File: src/verilog/rcos_cfg.svh
// Register map, field layout and reset values for the recovered clock output select block
`ifndef RCOS_CFG_SVH
`define RCOS_CFG_SVH
`define RCOS_ADDR_W 8
`define RCOS_IDX_SEL_2_3 8'hd3
`define RCOS_IDX_SEL_4_5 8'hd4
`define RCOS_IDX_SEL_6_7 8'hd5
`define RCOS_IDX_SEL_8_MUX 8'hd6
`define RCOS_IDX_LEGACY 8'hd7
`define RCOS_RST_SEL_2_3 8'h21
`define RCOS_RST_SEL_4_5 8'h43
`define RCOS_RST_SEL_6_7 8'h65
`define RCOS_RST_SEL_8_MUX 8'h07
`define RCOS_RST_LEGACY 8'h00
`define RCOS_MASK_SEL_PAIR 8'h77
`define RCOS_MASK_SEL_8_MUX 8'h17
`define RCOS_MASK_LEGACY 8'h01
`define RCOS_LO_MSB 2
`define RCOS_LO_LSB 0
`define RCOS_HI_MSB 6
`define RCOS_HI_LSB 4
`define RCOS_MUX16_BIT 4
`define RCOS_LEGACY_BIT 0
`define RCOS_UNMAPPED_DATA 32'h00000000
`endif

File: src/verilog/rcos_pkg.sv
// Types for the recovered clock output select block
package rcos_pkg;
  typedef logic [2:0] rcos_sel_type;
  typedef logic [7:0] rcos_chan_type;
  typedef enum logic [1:0] {
    RCOS_IDLE = 2'b01,
    RCOS_ANSWER = 2'b10
  } rcos_bus_state_type;
endpackage

File: src/verilog/rcos_select.sv
// Recovered clock output selection with Avalon-MM register access
//
// The Avalon-MM slave port was decided locally.
`timescale 1ns/1ps
`include "rcos_cfg.svh"
module rcos_select
  import rcos_pkg::*;
(
  input wire logic clk_in,
  input wire logic rst_n_in,
  input wire logic [7:0] avs_address_in,
  input wire logic avs_read_in,
  input wire logic avs_write_in,
  input wire logic [31:0] avs_writedata_in,
  input wire logic [3:0] avs_byteenable_in,
  output logic [31:0] avs_readdata_out,
  output logic avs_waitrequest_out,
  input wire logic [7:0] channel_clock_in,
  output logic recovered_clock_out_2,
  output logic recovered_clock_out_3,
  output logic recovered_clock_out_4,
  output logic recovered_clock_out_5,
  output logic recovered_clock_out_6,
  output logic recovered_clock_out_7,
  output logic recovered_clock_out_8,
  output logic sys_mux_16m_mode_out
);

  function automatic logic pick(input rcos_chan_type chans, input rcos_sel_type code,
                                input logic legacy, input rcos_sel_type fixed);
    rcos_sel_type idx;
    idx = legacy ? fixed : code;
    pick = chans[idx];
  endfunction

  function automatic logic hits(input logic [7:0] addr, input logic [7:0] idx);
    hits = (addr == idx);
  endfunction

  // Writable bits only
  function automatic logic [7:0] keep_bits(input logic [7:0] data, input logic [7:0] mask);
    keep_bits = data & mask;
  endfunction

  rcos_bus_state_type state;
  rcos_bus_state_type next_state;
  logic [7:0] sel_2_3;
  logic [7:0] sel_4_5;
  logic [7:0] sel_6_7;
  logic [7:0] sel_8_mux;
  logic [7:0] legacy_reg;
  logic [7:0] chan_meta;
  logic [7:0] chan_sync;
  logic [31:0] next_readdata;

  wire logic req = avs_read_in | avs_write_in;
  wire logic take = req && (state == RCOS_IDLE);
  wire logic wr_lane0 = take && avs_write_in && avs_byteenable_in[0];
  wire logic hit_2_3 = hits(avs_address_in, `RCOS_IDX_SEL_2_3);
  wire logic hit_4_5 = hits(avs_address_in, `RCOS_IDX_SEL_4_5);
  wire logic hit_6_7 = hits(avs_address_in, `RCOS_IDX_SEL_6_7);
  wire logic hit_8_mux = hits(avs_address_in, `RCOS_IDX_SEL_8_MUX);
  wire logic hit_legacy = hits(avs_address_in, `RCOS_IDX_LEGACY);
  wire logic wr_2_3 = wr_lane0 && hit_2_3;
  wire logic wr_4_5 = wr_lane0 && hit_4_5;
  wire logic wr_6_7 = wr_lane0 && hit_6_7;
  wire logic wr_8_mux = wr_lane0 && hit_8_mux;
  wire logic wr_legacy = wr_lane0 && hit_legacy;
  wire logic [7:0] wbyte = avs_writedata_in[7:0];
  wire logic [7:0] next_sel_2_3 = keep_bits(wbyte, `RCOS_MASK_SEL_PAIR);
  wire logic [7:0] next_sel_4_5 = keep_bits(wbyte, `RCOS_MASK_SEL_PAIR);
  wire logic [7:0] next_sel_6_7 = keep_bits(wbyte, `RCOS_MASK_SEL_PAIR);
  wire logic [7:0] next_sel_8_mux = keep_bits(wbyte, `RCOS_MASK_SEL_8_MUX);
  wire logic [7:0] next_legacy_reg = keep_bits(wbyte, `RCOS_MASK_LEGACY);
  wire logic [7:0] rbyte =
    hit_2_3 ? sel_2_3 :
    hit_4_5 ? sel_4_5 :
    hit_6_7 ? sel_6_7 :
    hit_8_mux ? sel_8_mux :
    hit_legacy ? legacy_reg : 8'h00;

  // Output source selection
  wire logic legacy = legacy_reg[`RCOS_LEGACY_BIT];
  wire logic [2:0] code_2 = sel_2_3[`RCOS_LO_MSB:`RCOS_LO_LSB];
  wire logic [2:0] code_3 = sel_2_3[`RCOS_HI_MSB:`RCOS_HI_LSB];
  wire logic [2:0] code_4 = sel_4_5[`RCOS_LO_MSB:`RCOS_LO_LSB];
  wire logic [2:0] code_5 = sel_4_5[`RCOS_HI_MSB:`RCOS_HI_LSB];
  wire logic [2:0] code_6 = sel_6_7[`RCOS_LO_MSB:`RCOS_LO_LSB];
  wire logic [2:0] code_7 = sel_6_7[`RCOS_HI_MSB:`RCOS_HI_LSB];
  wire logic [2:0] code_8 = sel_8_mux[`RCOS_LO_MSB:`RCOS_LO_LSB];
  wire logic next_out_2 = pick(chan_sync, code_2, legacy, 3'h1);
  wire logic next_out_3 = pick(chan_sync, code_3, legacy, 3'h2);
  wire logic next_out_4 = pick(chan_sync, code_4, legacy, 3'h3);
  wire logic next_out_5 = pick(chan_sync, code_5, legacy, 3'h4);
  wire logic next_out_6 = pick(chan_sync, code_6, legacy, 3'h5);
  wire logic next_out_7 = pick(chan_sync, code_7, legacy, 3'h6);
  wire logic next_out_8 = pick(chan_sync, code_8, legacy, 3'h7);
  wire logic next_mux16 = sel_8_mux[`RCOS_MUX16_BIT];

  assign next_state = take ? RCOS_ANSWER : RCOS_IDLE;
  assign next_readdata = (take && avs_read_in) ? {24'h000000, rbyte} : `RCOS_UNMAPPED_DATA;

  // Bus handshake: waitrequest drops for one cycle after a request is seen
  always_ff @(posedge clk_in or negedge rst_n_in)
  begin
    if (!rst_n_in)
    begin
      state <= RCOS_IDLE;
      avs_waitrequest_out <= 1'b1;
      avs_readdata_out <= 32'h00000000;
    end
    else
    begin
      case (state)
        RCOS_IDLE:
        begin
          state <= next_state;
          avs_waitrequest_out <= ~take;
          avs_readdata_out <= next_readdata;
        end
        RCOS_ANSWER:
        begin
          state <= RCOS_IDLE;
          avs_waitrequest_out <= 1'b1;
          avs_readdata_out <= 32'h00000000;
        end
        default:
        begin
          state <= RCOS_IDLE;
          avs_waitrequest_out <= 1'b1;
          avs_readdata_out <= 32'h00000000;
        end
      endcase
    end
  end

  // Configuration registers
  always_ff @(posedge clk_in or negedge rst_n_in)
  begin
    if (!rst_n_in)
    begin
      sel_2_3 <= `RCOS_RST_SEL_2_3;
    end
    else
    begin
      if (wr_2_3)
      begin
        sel_2_3 <= next_sel_2_3;
      end
    end
  end

  always_ff @(posedge clk_in or negedge rst_n_in)
  begin
    if (!rst_n_in)
    begin
      sel_4_5 <= `RCOS_RST_SEL_4_5;
    end
    else
    begin
      if (wr_4_5)
      begin
        sel_4_5 <= next_sel_4_5;
      end
    end
  end

  always_ff @(posedge clk_in or negedge rst_n_in)
  begin
    if (!rst_n_in)
    begin
      sel_6_7 <= `RCOS_RST_SEL_6_7;
    end
    else
    begin
      if (wr_6_7)
      begin
        sel_6_7 <= next_sel_6_7;
      end
    end
  end

  always_ff @(posedge clk_in or negedge rst_n_in)
  begin
    if (!rst_n_in)
    begin
      sel_8_mux <= `RCOS_RST_SEL_8_MUX;
    end
    else
    begin
      if (wr_8_mux)
      begin
        sel_8_mux <= next_sel_8_mux;
      end
    end
  end

  always_ff @(posedge clk_in or negedge rst_n_in)
  begin
    if (!rst_n_in)
    begin
      legacy_reg <= `RCOS_RST_LEGACY;
    end
    else
    begin
      if (wr_legacy)
      begin
        legacy_reg <= next_legacy_reg;
      end
    end
  end

  // Channel clocks pass two flip-flops
  always_ff @(posedge clk_in or negedge rst_n_in)
  begin
    if (!rst_n_in)
    begin
      chan_meta <= 8'h00;
    end
    else
    begin
      chan_meta <= channel_clock_in;
    end
  end

  always_ff @(posedge clk_in or negedge rst_n_in)
  begin
    if (!rst_n_in)
    begin
      chan_sync <= 8'h00;
    end
    else
    begin
      chan_sync <= chan_meta;
    end
  end

  // Registered outputs
  always_ff @(posedge clk_in or negedge rst_n_in)
  begin
    if (!rst_n_in)
    begin
      recovered_clock_out_2 <= 1'b0;
    end
    else
    begin
      recovered_clock_out_2 <= next_out_2;
    end
  end

  always_ff @(posedge clk_in or negedge rst_n_in)
  begin
    if (!rst_n_in)
    begin
      recovered_clock_out_3 <= 1'b0;
    end
    else
    begin
      recovered_clock_out_3 <= next_out_3;
    end
  end

  always_ff @(posedge clk_in or negedge rst_n_in)
  begin
    if (!rst_n_in)
    begin
      recovered_clock_out_4 <= 1'b0;
    end
    else
    begin
      recovered_clock_out_4 <= next_out_4;
    end
  end

  always_ff @(posedge clk_in or negedge rst_n_in)
  begin
    if (!rst_n_in)
    begin
      recovered_clock_out_5 <= 1'b0;
    end
    else
    begin
      recovered_clock_out_5 <= next_out_5;
    end
  end

  always_ff @(posedge clk_in or negedge rst_n_in)
  begin
    if (!rst_n_in)
    begin
      recovered_clock_out_6 <= 1'b0;
    end
    else
    begin
      recovered_clock_out_6 <= next_out_6;
    end
  end

  always_ff @(posedge clk_in or negedge rst_n_in)
  begin
    if (!rst_n_in)
    begin
      recovered_clock_out_7 <= 1'b0;
    end
    else
    begin
      recovered_clock_out_7 <= next_out_7;
    end
  end

  always_ff @(posedge clk_in or negedge rst_n_in)
  begin
    if (!rst_n_in)
    begin
      recovered_clock_out_8 <= 1'b0;
    end
    else
    begin
      recovered_clock_out_8 <= next_out_8;
    end
  end

  always_ff @(posedge clk_in or negedge rst_n_in)
  begin
    if (!rst_n_in)
    begin
      sys_mux_16m_mode_out <= 1'b0;
    end
    else
    begin
      sys_mux_16m_mode_out <= next_mux16;
    end
  end

endmodule

File: config.mk
export PLATFORM = sky130hd
export DESIGN_NAME = rcos_select
export DESIGN_NICKNAME = d
export VERILOG_FILES = /design/src/verilog/rcos_pkg.sv /design/src/verilog/rcos_select.sv
export VERILOG_INCLUDE_DIRS = /design/src /design/src/verilog
export SDC_FILE = /design/constraint.sdc
export NUM_CORES = 1
export LEC_CHECK = 0
export ABC_AREA = 1
export ABC_CLOCK_PERIOD_IN_PS = 1300
export BUFFER_PORTS_ARGS = -buffer_cell sky130_fd_sc_hd__buf_2
export CAP_MARGIN = 20
export CORE_ASPECT_RATIO = 1.5
export CORE_UTILIZATION = 35
export CTS_CLUSTER_SIZE = 25
export DETAILED_ROUTE_END_ITERATION = 16
export PLACE_DENSITY = 0.57
export SYNTH_ARGS = -nofsm -noshare
export SYNTH_HDL_FRONTEND = slang
export SYNTH_SLANG_ARGS = --single-unit
File: constraint.sdc
create_clock -name clk_in -period 1.3 [get_ports clk_in]
set_input_delay 0.065 -clock clk_in [delete_from_list [all_inputs] [get_ports clk_in]]
set_output_delay 0.065 -clock clk_in [all_outputs]
set_load 0.02 [all_outputs]
# [Word level (Yosys, flattened, before mapping)]
# Cells that the tools add are included.
[totals] reg_bits=57 inputBits=56
[op_classes] n_lt_le_gt_ge=7 eq_ne=6 mux=31 bitwise=2 n_reduce_logical=9
[op_table] op="8-bit == test, second input constant" count=5
[op_table] op="7-bit two-way mux" count=5
[op_table] op="3-bit by 4-bit < comparator with 1-bit output, second input constant" count=7
[op_table] op="1-bit binary-select mux with 3-bit select" count=7
[op_table] op="3-bit two-way mux" count=7
[op_table] op="1-bit logical AND" count=9
[op_table] op="1-bit two-way mux" count=9
[op_table] op="5-bit two-way mux" count=1
[op_table] op="2-bit two-way mux" count=2
[op_table] op="2-bit by 1-bit == test with 1-bit output, second input constant" count=1
[op_table] op="1-bit NOT" count=1
[op_table] op="1-bit bitwise OR" count=1

# [Logic depth before layout (Yosys ltp)]
# Gate-level depths: netlist (run 1).
[depth] depth_word=8 mapped_depth=9 depth_no_buf=9

# [Least setup slack after synthesis (run 1)]
# Ideal clock, no wire load.
[synth_path] kind="reg-to-reg" from="reg state[0]" to="reg sel_2_3[4]" setup_ns=0.122 arrival_ns=1.308 path_slack_ns=-0.129 stages_incl_launch_ff=9 n_path_buf=1 period_less_slack_ns=1.429 path_cell_list="dfstp_2 inv_1 nor2_2 nand3_2 buf_4 clkinv_2 nand2_4 nor2_1 a21oi_1"
[synth_via] elab_chain_len=5
[synth_lines] element="start: declaration" line="rcos_select.sv:45" source="rcos_bus_state_type state;"
[synth_lines] element="start signal: assignment" line="rcos_select.sv:117" source="state <= next_state;"
[synth_lines] element="2-bit by 1-bit == test with 1-bit output" line="rcos_select.sv:57" source="wire logic take = req && (state == RCOS_IDLE);"
[synth_lines] element="1-bit logical AND" line="rcos_select.sv:57"
[synth_lines] element="1-bit logical AND (2 in series)" line="rcos_select.sv:58" source="wire logic wr_lane0 = take && avs_write_in && avs_byteenable_in[0];"
[synth_lines] element="1-bit logical AND" line="rcos_select.sv:64" source="wire logic wr_2_3 = wr_lane0 && hit_2_3;"
[synth_lines] element="end signal: assignment" line="rcos_select.sv:142" source="sel_2_3 <= `RCOS_RST_SEL_2_3;"
[synth_lines] element="end signal: assignment" line="rcos_select.sv:148" source="sel_2_3 <= next_sel_2_3;"
[synth_lines] element="end: declaration" line="rcos_select.sv:47" source="logic [7:0] sel_2_3;"
# No other way between the ends.
# A chain may end at the register's enable or synchronous reset.

# [Final worst setup path (run 1)]
[layout_path] from="reg state[0]" to="reg avs_readdata_out[4]"
[layout_via] elab_chain_len=5
[layout_lines] element="2-bit by 1-bit == test with 1-bit output *" line="rcos_select.sv:57, rcos_select.sv:114"
[layout_lines] element="1-bit logical AND" line="rcos_select.sv:57"
[layout_lines] element="1-bit logical AND" line="rcos_select.sv:101" source="assign next_readdata = (take && avs_read_in) ? {24'h000000, rbyte} : `RCOS_UNMAPPED_DATA;"
[layout_lines] element="7-bit two-way mux (no source line)"
[layout_lines] element="7-bit two-way mux *" line="rcos_select.sv:114" source="case (state)"
[layout_lines] element="end signal: assignment" line="rcos_select.sv:119" source="avs_readdata_out <= next_readdata;"
[layout_lines] element="end: declaration" line="rcos_select.sv:16" source="output logic [31:0] avs_readdata_out,"
# Every way passes the cells marked *; elsewhere a longest branch is shown, timed or not.

==> results of run 1 <==
final timing paths:
kind | start | end | slack, ps | cells past startpoint
max | state[0] | avs_readdata_out[4] | -70 | 9
min | avs_writedata_in[1] | sel_4_5[1] | -1 | 3
max reg2reg | state[0] | avs_readdata_out[4] | -70 | 9
min reg2reg | chan_meta[3] | chan_sync[3] | 340 | 0
max in group asynchronous | rst_n_in | sel_6_7[5] | 690 | 3
min in group asynchronous | rst_n_in | recovered_clock_out_5 | 270 | 3
Yosys cell counts, types with 2 or more instances:
cell	number	area share
nand2_1	82	0.11
dfrtp_1	42	0.36
o21ai_0	36	0.062
inv_1	33	0.043
buf_4	27	0.070
nor2_1	27	0.035
nand3_1	24	0.042
a21oi_1	18	0.031
dfstp_2	13	0.12
o22ai_1	7	0.015
nand2_2	5	0.011
nor2_2	5	0.011
nor2_4	5	0.019
o211ai_1	5	0.013
o21ai_1	5	0.0086
o21a_1	4	0.010
buf_6	2	0.0078
worst register-to-register path: stages (launching register included):
cell and delay [ps]:
dfstp_2 540, inv_2 40, nor2_4 100, buf_4 130, buf_6 90, inv_4 30
nor2_4 70, buf_6 140, o21ai_4 60, a21oi_2 100
through the flow:
step           total power, W  setup WS [ps]  setup TNS [ps]
3_5_place_dp          0.00261          -67.2            -467
5_1_grt               0.00454           -124           -2700
3_3_place_gp          0.00260          -41.3            -195
2_1_floorplan         0.00240          -92.1            -858
6_report              0.00435          -65.0            -574
4_1_cts               0.00425          -38.5            -265
cells by family (layout without fill, tap and decap cells):
kind of cell           count (synthesis)  count (layout)  share of synthesized area
and+or+nand+nor                      154             156                      0.248
other                                  1              26                    0.00130
AOI/OAI and AO/OA                     76              76                      0.144
buffers and inverters                 65             115                      0.125
DFF                                   55              55                      0.481
repair_timing:
action                                  4_1_cts  5_1_grt
cloned                                        1        2
pin swaps                                     6        5
endpoints found under the setup margin       27       35
buffers inserted                              0        3
hold buffers                                 13        0
gates resized for setup                       9       36
hold endpoints to repair                     54        0
report_power, final:
group | internal (W) | leakage (nW) | switching (W) | total, W
clock network | 0.000920 | 0.0844 | 0.000647 | 0.00157
registers | 0.00183 | 0.644 | 0.0000710 | 0.00191
logic | 0.000352 | 1.10 | 0.000525 | 0.000877
total | 0.00311 | 1.83 | 0.00124 | 0.00435
per-layer routing:
| layer | global-route usage | wire length (um) |
|---|---|---|
| met5 | 0 | 0 |
| met4 | 0.0859 | 231 |
| met3 | 0.0242 | 244 |
| met2 | 0.299 | 3590 |
| met1 | 0.199 | 2840 |
cell type report:
cell class / count / area [um^2]
clock buffer: 5 / 125
clock inverter: 3 / 47.5
fill: 826 / 4270
inverter: 35 / 146
multi-input combinational: 258 / 1360
sequential: 55 / 1390
tap: 105 / 131
timing repair buffer: 72 / 537
==> results.md, run 1 <==
* Outcome: finished with violations
* Violations in the final reports: hold timing, setup timing
* Crit path cell chain: inv_2, nor2_4, buf_4, buf_6, inv_4, nor2_4, buf_6, o21ai_4, a21oi_2
* IO Count at 97
* P per Cell Area at 1160 mW/mm^2
* TritonCTS clock tree: yes
* Final non-filler cell area at 0.00374 mm^2
* Max Fclk at 733 MHz
* Core area at 0.00801 mm^2
* Startpoint types: register
* Seq cells post-synth at 55
* Critical path type: reg2reg
* Initial DRC count at 144
* Row cnt at 40
* Main flop type after synthesis: dfrtp_1
* DIE AREA at 0.00864 mm^2
* Share of cells above drive strength 1 at 0.290
* Max stage delay on crit path at 540 ps
* Post-synthesis sequential area ratio at 0.481
* Clock Tree Buf Depth at 2
* Final GP Congestion at 0.849
* Placed inst area at 0.00324 mm^2
* Synth Warn # at 0
* Area grow syn2layout at 29.2%
* Min cycle time layout at 1370 ps
* P_leak at 1.83 nW
* Critical path required time at 1530 ps
* Hold/Removal Path Class: in2reg
* Detail Placement HPWL at 4.94 mm
* Vias per cell at 4.61
* Part of the cycle the worst path needs at 1.05
* Number of synthesized flops with an enable pin at 0
* CTS clk-pin slew, worst paths at 70 ps
* Root Buffer: clkbuf_16
* Commonest non-fill, non-tap cell in the layout: nand2_1
* Drt pass-1 iters at 4
* Library cells used by synthesis at 28
* Final Setup Violations at 20
* Biggest regs: chan_meta (8), chan_sync (8)
* Synthesized instance count at 351
* Total Routing Usage GR at 0.169
* Final non-filler cell total at 533
* Async SR Flop Fraction at 1.00
* Critical Path AT at 1590 ps
* Initial Util at 0.361
* Crit-path leading delay family: flip-flops
* Clock skew at 5.66 ps
* Total routed wirelength at 6.91 mm
* Max-Cap Viols at 0
* H-Tree Depth at 2
* Detail Route Antenna Nets at 0
* Die width at 76.2 um
* Critical path's slowest cell: dfstp_2
* Initial antenna violation count at 0
* CP Capture Type: register
* Commonest non-fill, non-tap cells in the layout: nand2_1, dfrtp_1, buf_2, inv_1, conb_1
* Largest net degree at the start of global routing at 56
* Die H at 113 um
* Hold WS at -1.30 ps
* DR WL/cell at 13.0 um
* RSZ-0062 raised after global routing: yes
* Routed via count at 2457
* Final Hold Violating Endpoints at 1
* First-pass GRT wire length at 11.2 mm
* Final worst setup slack at -65.0 ps
* Later-pin clock latency in the skew report at 300 ps
* DRC at 0
* Syn avg cell area at 8.24 um^2
* DP Cell Count at 506
* CTS Buf Count at 5
* Sink Count at 55
* Vias in the first global route at 2274
* Grt ovf at 0
* Fin. max-slew vios at 0
* Buf/Inv on CP at 5
* Worst-path maximum fanout at 6
* Diodes inserted at 0
* Synthesized area at 0.00289 mm^2
* Port Buffers at 41
* Worst ir drop on vdd at 0.000933 V
* Final nets at 483
* Post-layout util at 0.467
Note: power is estimated with default switching activity, not from simulation.
==> inputs of run 2 (changes only) <==
- ABC_AREA: 1 -> unset
- CTS_CLUSTER_SIZE: 25 -> 16
- PLACE_DENSITY: 0.57 -> 0.58
==> run 2 against run 1 <==
The run ends with setup timing left. Critical endpoint is now sel_8_mux[0]. Global-route usage is 0.74 points higher. Critical path type unchanged. Sequential share of layout area is 0.31 points lower. Design area is 0.94% higher. Register-to-register slack worse by 220 ps. Area after synthesis is 3.5% lower. Via count is 15% lower. Non-clock buffer count is 23 higher. Cell count is 20% lower. Count of clock-buffer cells in the layout stayed put. Worst setup slack worse by 220 ps. First-iteration DRC count is 31% lower. Clock power is 10% higher. Highest routed layer unchanged.
==> results.md, run 2 <==
* Final worst setup slack at -285 ps (-220 ps)
* Hold Crit Depth at 3 (unchanged)
* Worst ir drop on vdd at 0.000692 V (-26%)
* Met2 Usage GRT at 0.294 (-0.00541)
* Routed via count at 2079 (-15%)
* Detail Route Antenna Nets at 0 (unchanged)
* Total routed wirelength at 6.70 mm (-3.0%)
* Area grow syn2layout at 35.1%
* Met3 usage at 0.0226 (-0.00157)
* Fin. max-slew vios at 0 (unchanged)
* Largest net degree at the start of global routing at 41 (-27%)
* Ranking of synthesized cells by area: dfrtp_1, dfstp_2, mux2_2
* Main flop type after synthesis: dfrtp_1
* Clock skew at 7.48 ps (+1.82 ps)
* Pre-CTS setup slack at -460 ps (-393 ps)
* RSZ-0062 raised after global routing: yes
* Grt ovf at 0 (unchanged)
* Share of cells above drive strength 1 at 0.516 (+0.226)
* Vias in the first global route at 2121 (-6.7%)
* Die H at 111 um (-1.7%)
* Syn avg cell area at 12.2 um^2 (+48%)
* Diodes inserted at 0 (unchanged)
* End of the worst hold path: avs_readdata_out[4]
* Worst-path maximum fanout at 3 (-3)
* Simple-gate portion of the synthesized area at 0.119 (-0.130)
* Later-pin clock latency in the skew report at 300 ps (about the same)
* Post-synthesis xor/xnor area fraction at 0 (unchanged)
* Max stage delay on crit path at 550 ps (about the same)
* Commonest non-fill, non-tap cell in the layout: buf_2
* Reg2reg start: state[0]
* Number of synthesized flops with an enable pin at 0 (unchanged)
* Yosys top cell by area: dfrtp_1
* Outcome: finished with violations
* Final Hold Violating Endpoints at 0 (-1)
* DIE AREA at 0.00835 mm^2 (-3.4%)
* Most instantiated library cell after synthesis: dfrtp_1
* Post-Synth Adder-Cell Area at 0 (unchanged)
* Startpoint types: register
* R2R depth at 5 (-4)
* Seq cells post-synth at 55 (unchanged)
* Row cnt at 39 (-2.5%)
* Hold path start: avs_read_in
* Initial Util at 0.365 (+0.00328)
* RR Endpoint: sel_8_mux[0]
* Max Fclk at 631 MHz (-14%)
* Biggest regs: chan_meta (8), chan_sync (8)
* Critical Path AT at 1810 ps (+220 ps)
* Final nets at 377 (-22%)
* Initial antenna violation count at 0 (unchanged)
* Compound-Gate Fraction of Synth Area at 0.0932 (-0.0504)
* Hold/Removal Path Class: in2reg
* Mux cell area share after synthesis at 0.196 (+0.196)
* DR WL/cell at 15.8 um (+22%)
* Critical path required time at 1520 ps (about the same)
* Met1 usage at 0.221 (+0.0227)
* P_leak at 1.72 nW (-5.9%)
* Largest family of logic cells by synthesized area: multiplexers
* Detail Placement HPWL at 5.01 mm (+1.5%)
* TritonCTS clock tree: yes
* Crit path launch: state[0]
* Sink Count at 55 (unchanged)
* Critical path type: reg2reg
* Async SR Flop Fraction at 1.00 (unchanged)
* Critical path's slowest cell: dfstp_2
* Vias per cell at 4.90 (+6.4%)
* Commonest non-fill, non-tap cells in the layout: buf_2, dfrtp_1, buf_4, conb_1, mux2_2
* Synthesized area at 0.00279 mm^2 (-3.5%)
* Synthesized instance count at 229 (-35%)
* Clock Tree Buf Depth at 2 (unchanged)
* Root Buffer: clkbuf_16
* Total Routing Usage GR at 0.177 (+0.00740)
* Crit path cell chain: nand2b_4, buf_6, nor4_4, buf_4, mux2_4
* CTS clk-pin slew, worst paths at 70 ps (about the same)
* Fin Setup TNS at -6910 ps (-6330 ps)
* Post-synthesis sequential area ratio at 0.499 (+0.0173)
* P per Cell Area at 1150 mW/mm^2 (-1.2%)
* Max-Cap Viols at 0 (unchanged)
* CP Capture Type: register
* IO Count at 97 (unchanged)
* Gr busiest metal: met2
* Die width at 74.9 um (-1.7%)
* Final GP Congestion at 0.825 (-2.8%)
* Synth Warn # at 0 (unchanged)
* Violations in the final reports: setup timing
* R2r setup slk at -290 ps (-220 ps)
* Drt pass-1 iters at 4 (unchanged)
* Initial DRC count at 100 (-31%)
* CTS Buf Count at 5 (unchanged)
* Final Setup Violations at 31 (+55%)
* Port Buffers at 41 (unchanged)
* Min cycle time layout at 1590 ps (+220 ps)
* DRC at 0 (unchanged)
* First-pass GRT wire length at 10.9 mm (-2.1%)
* Library cells used by synthesis at 38 (+36%)
* Commonest cells post-synth: dfrtp_1, buf_4, mux2_2, nor2_1, dfstp_2
* Part of the cycle the worst path needs at 1.22 (+0.169)
* Post-synth top area share at 0.376 (+0.0130)
* Core area at 0.00766 mm^2 (-4.3%)
* H-Tree Depth at 2 (unchanged)
## run 2: cell types whose count changed after synthesis, sizes merged, moves of 5 or more
cell	delta
a21oi	-14
a22o	+7
a22oi	+6
inv	-31
mux2	+29
mux4	+8
nand2	-77
nand3	-26
nor2	-18
nor2b	+7
o211ai	-5
o21ai	-29
o22ai	-6
## run 2: layout make-up
type	instances	area, um^2
fillers	714	3890
flip-flops and latches	55	1400
multi-input cells	161	1370
repair buffers	95	681
well taps	102	128
clock buffers	5	125
clock inverters	3	67.6
inverters	3	11.3
## run 2: per-layer routing
metal  wire [um]  share of wire  vias to the layer above
li1            -              -                      945
met1        2660           0.40                     1056
met2        3640           0.54                       63
met3         176          0.026                       15
met4         234          0.035                        0
met5           0              0                        -
## run 2: where the power goes
| part | switching [W] | total (W) | internal, W |
|---|---|---|---|
| Sequential | 0.0000638 | 0.00188 | 0.00181 |
| Combinational | 0.000389 | 0.000730 | 0.000341 |
| Clock | 0.000625 | 0.00173 | 0.00110 |
| Total | 0.00108 | 0.00434 | 0.00326 |
## run 2: stage by stage
stage | utilization | cell area [um^2] | instances | hold slack [ps] | total power, W
3_5_place_dp | 0.435 | 3330 | 404 | 25.3 | 0.00252
5_1_grt | 0.492 | 3770 | 424 | 52.6 | 0.00452
4_1_cts | 0.479 | 3670 | 423 | 54.1 | 0.00433
3_3_place_gp | 0.435 | 3330 | 404 | 3.75 | 0.00250
2_1_floorplan | - | 2940 | 254 | -231 | 0.00229
6_report | 0.492 | 3770 | 424 | 62.7 | 0.00434
## run 2: kinds of logic (layout without fill, tap and decap cells)
family | count (synthesis) | count (layout)
simple gates | 56 | 56
flops | 55 | 55
buf+inv | 38 | 106
compound gates | 38 | 38
mux | 41 | 41
other cells | 1 | 26
## run 2: worst max path at each step
stage / to / slack (ps) / cells past startpoint
2_1_floorplan: sel_6_7[1] / -400 / 5
3_3_place_gp: sel_2_3[2] / -450 / 4
3_5_place_dp: sel_2_3[6] / -460 / 4
4_1_cts: sel_6_7[1] / -280 / 5
5_1_grt: sel_6_7[4] / -360 / 5
6_report: sel_8_mux[0] / -290 / 5
## run 2: timing repair
item	in CTS	in global routing
gates resized for setup	11	29
pin swaps	7	12
hold endpoints to repair	18	0
hold buffers	9	0
setup endpoints to repair	32	36
setup buffers	2	1
## run 2: worst max-delay path, delay by kind of cell (launching register included)
family                 cells  cell delay [ps]
DFF                        1              550
and+or+nand+nor            2              330
buffers and inverters      2              320
muxes                      1              290
==> inputs of run 3 (changes only) <==
- BUFFER_PORTS_ARGS: -buffer_cell sky130_fd_sc_hd__buf_2 -> -buffer_cell sky130_fd_sc_hd__buf_4
==> run 3 against run 2 <==
The run still ends with setup timing left. Fmax fell by 8.1%. Critical path depth did not move. First-iteration DRC count fell by 9.0%. Core utilization fell by 0.23 points.
==> results.md, run 3 (same netlist as run 2, synthesis figures left out) <==
* DR WL/cell at 15.8 um (+0.23%)
* Min cycle time layout at 1720 ps (+139 ps)
* Final Setup Violations at 31 (unchanged)
* DRC at 0 (unchanged)
* Part of the cycle the worst path needs at 1.33 (+0.107)
* DIE AREA at 0.00835 mm^2 (unchanged)
* Vias per cell at 4.85 (-1.0%)
* IO Count at 97 (unchanged)
* CTS Buf Count at 5 (unchanged)
* R2R depth at 5 (unchanged)
* Max Fclk at 580 MHz (-8.1%)
* Fin. max-slew vios at 0 (unchanged)
* Critical path's slowest cell: dfstp_2
* Share of cells above drive strength 1 at 0.486 (-0.0297)
* Final Hold Violating Endpoints at 0 (unchanged)
* Final GP Congestion at 0.860 (+4.2%)
* Critical Path AT at 1900 ps (+90 ps)
* Sink Count at 55 (unchanged)
* Diodes inserted at 0 (unchanged)
* Drt pass-1 iters at 4 (unchanged)
* Hold/Removal Path Class: in2reg
* Max stage delay on crit path at 550 ps (about the same)
* Vias in the first global route at 2079 (-2.0%)
* Hold Crit Depth at 2 (-1)
* Tot Pwr at 0.00390 W (-10%)
* Grt ovf at 0 (unchanged)
* Final non-filler cell area at 0.00375 mm^2 (-0.46%)
* Detail Placement HPWL at 4.88 mm (-2.6%)
* Crit path cell chain: nand2b_4, nor4_4, buf_4, and2_4, mux2_4
* Initial Util at 0.365 (unchanged)
* Final worst setup slack at -424 ps (-139 ps)
* Max-Cap Viols at 0 (unchanged)
* Initial antenna violation count at 0 (unchanged)
* Die H at 111 um (unchanged)
* P_leak at 1.70 nW (-1.2%)
* Reg2reg start: state[0]
* RR Endpoint: sel_4_5[4]
* Routed via count at 2034 (-2.2%)
* R2r setup slk at -420 ps (-140 ps)
* First-pass GRT wire length at 10.8 mm (-1.0%)
* End of the worst hold path: sel_2_3[5]
* Root Buffer: clkbuf_16
* H-Tree Depth at 2 (unchanged)
* Biggest regs: chan_meta (8), chan_sync (8)
* Fin Setup TNS at -9620 ps (-2720 ps)
* Commonest non-fill, non-tap cells in the layout: buf_4, dfrtp_1, conb_1, mux2_4, nor2_1
* Core area at 0.00766 mm^2 (unchanged)
* Hold path start: avs_writedata_in[5]
* Clock Tree Buf Depth at 2 (unchanged)
* Area grow syn2layout at 34.5%
* CP Capture Type: register
* Post-layout util at 0.490 (-0.00229)
* Crit-path leading delay family: simple AND/OR/NAND/NOR gates
* Startpoint types: register
* Largest net degree at the start of global routing at 31 (-24%)
* Final nets at 372 (-1.3%)
* RSZ-0062 raised after global routing: yes
* Worst-path maximum fanout at 6 (+3)
* Critical path type: reg2reg
* Port Buffers at 41 (unchanged)
* Die width at 74.9 um (unchanged)
* Initial DRC count at 91 (-9.0%)
* CTS clk-pin slew, worst paths at 70 ps (about the same)
* Total Routing Usage GR at 0.177 (+0.000196)
* Worst ir drop on vdd at 0.000552 V (-20%)
* Clock skew at 5.73 ps (-1.75 ps)
* Row cnt at 39 (unchanged)
* Later-pin clock latency in the skew report at 290 ps (about the same)
* Pre-CTS setup slack at -490 ps (-29.5 ps)
* Violations in the final reports: setup timing
* Total routed wirelength at 6.64 mm (-0.95%)
* P per Cell Area at 1040 mW/mm^2 (-9.7%)
* Critical path required time at 1480 ps (-40 ps)
* Outcome: finished with violations
* Fillcell total at 697 (-2.4%)
* Commonest non-fill, non-tap cell in the layout: buf_4
* Buf/Inv on CP at 1 (-1)
* Detail Route Antenna Nets at 0 (unchanged)
* TritonCTS clock tree: yes
* Placed inst area at 0.00340 mm^2 (+2.0%)
==> run 3: metrics by stage <==
| step | std cells | hold WS, ps |
|---|---|---|
| floorplan | 254 | -231 |
| global placement | 399 | -5.42 |
| detailed placement | 399 | -0.487 |
| CTS | 416 | 31.0 |
| global route | 419 | 33.2 |
| finish | 419 | 28.7 |
==> run 3: area by class of cell <==
class                      instances  area [um^2]  area share
timing repair buffer              90          729       0.194
sequential                        55         1390       0.371
clock buffer                       5          125      0.0333
clock inverter                     3         18.8     0.00500
inverter                           3         11.3     0.00300
tap                              102          128      0.0340
multi-input combinational        161         1350       0.359
==> run 3: what timing repair did <==
item,4_1_cts,5_1_grt
hold endpoints to repair,36,0
pin swaps,4,9
buffers inserted,0,3
resized for setup,16,16
hold buffers,9,0
setup endpoints to repair,31,36
==> run 3: report_power, final <==
group | internal (W) | total [W] | switching, W
clock network | 0.000715 | 0.00133 | 0.000615
logic | 0.000335 | 0.000690 | 0.000355
registers | 0.00181 | 0.00188 | 0.0000646
total | 0.00286 | 0.00390 | 0.00103
==> run 3: how the worst max path moves through the flow <==
stage                 endpoint     start  slack [ps]  cells past startpoint
detailed placement  sel_2_3[2]  state[0]        -490                      4
global route        sel_4_5[4]  state[0]        -540                      5
floorplan           sel_6_7[1]  state[0]        -400                      5
global placement    sel_4_5[5]  state[0]        -450                      4
CTS                 sel_6_7[1]  state[0]        -400                      5
finish              sel_4_5[4]  state[0]        -420                      5
==> run 3: layer usage <==
metal,vias to the layer above,track usage,part of all wire
li1,931,-,-
met1,1029,0.218,0.40
met2,61,0.295,0.55
met3,13,0.0244,0.030
met4,0,0.0855,0.028
met5,-,0,0
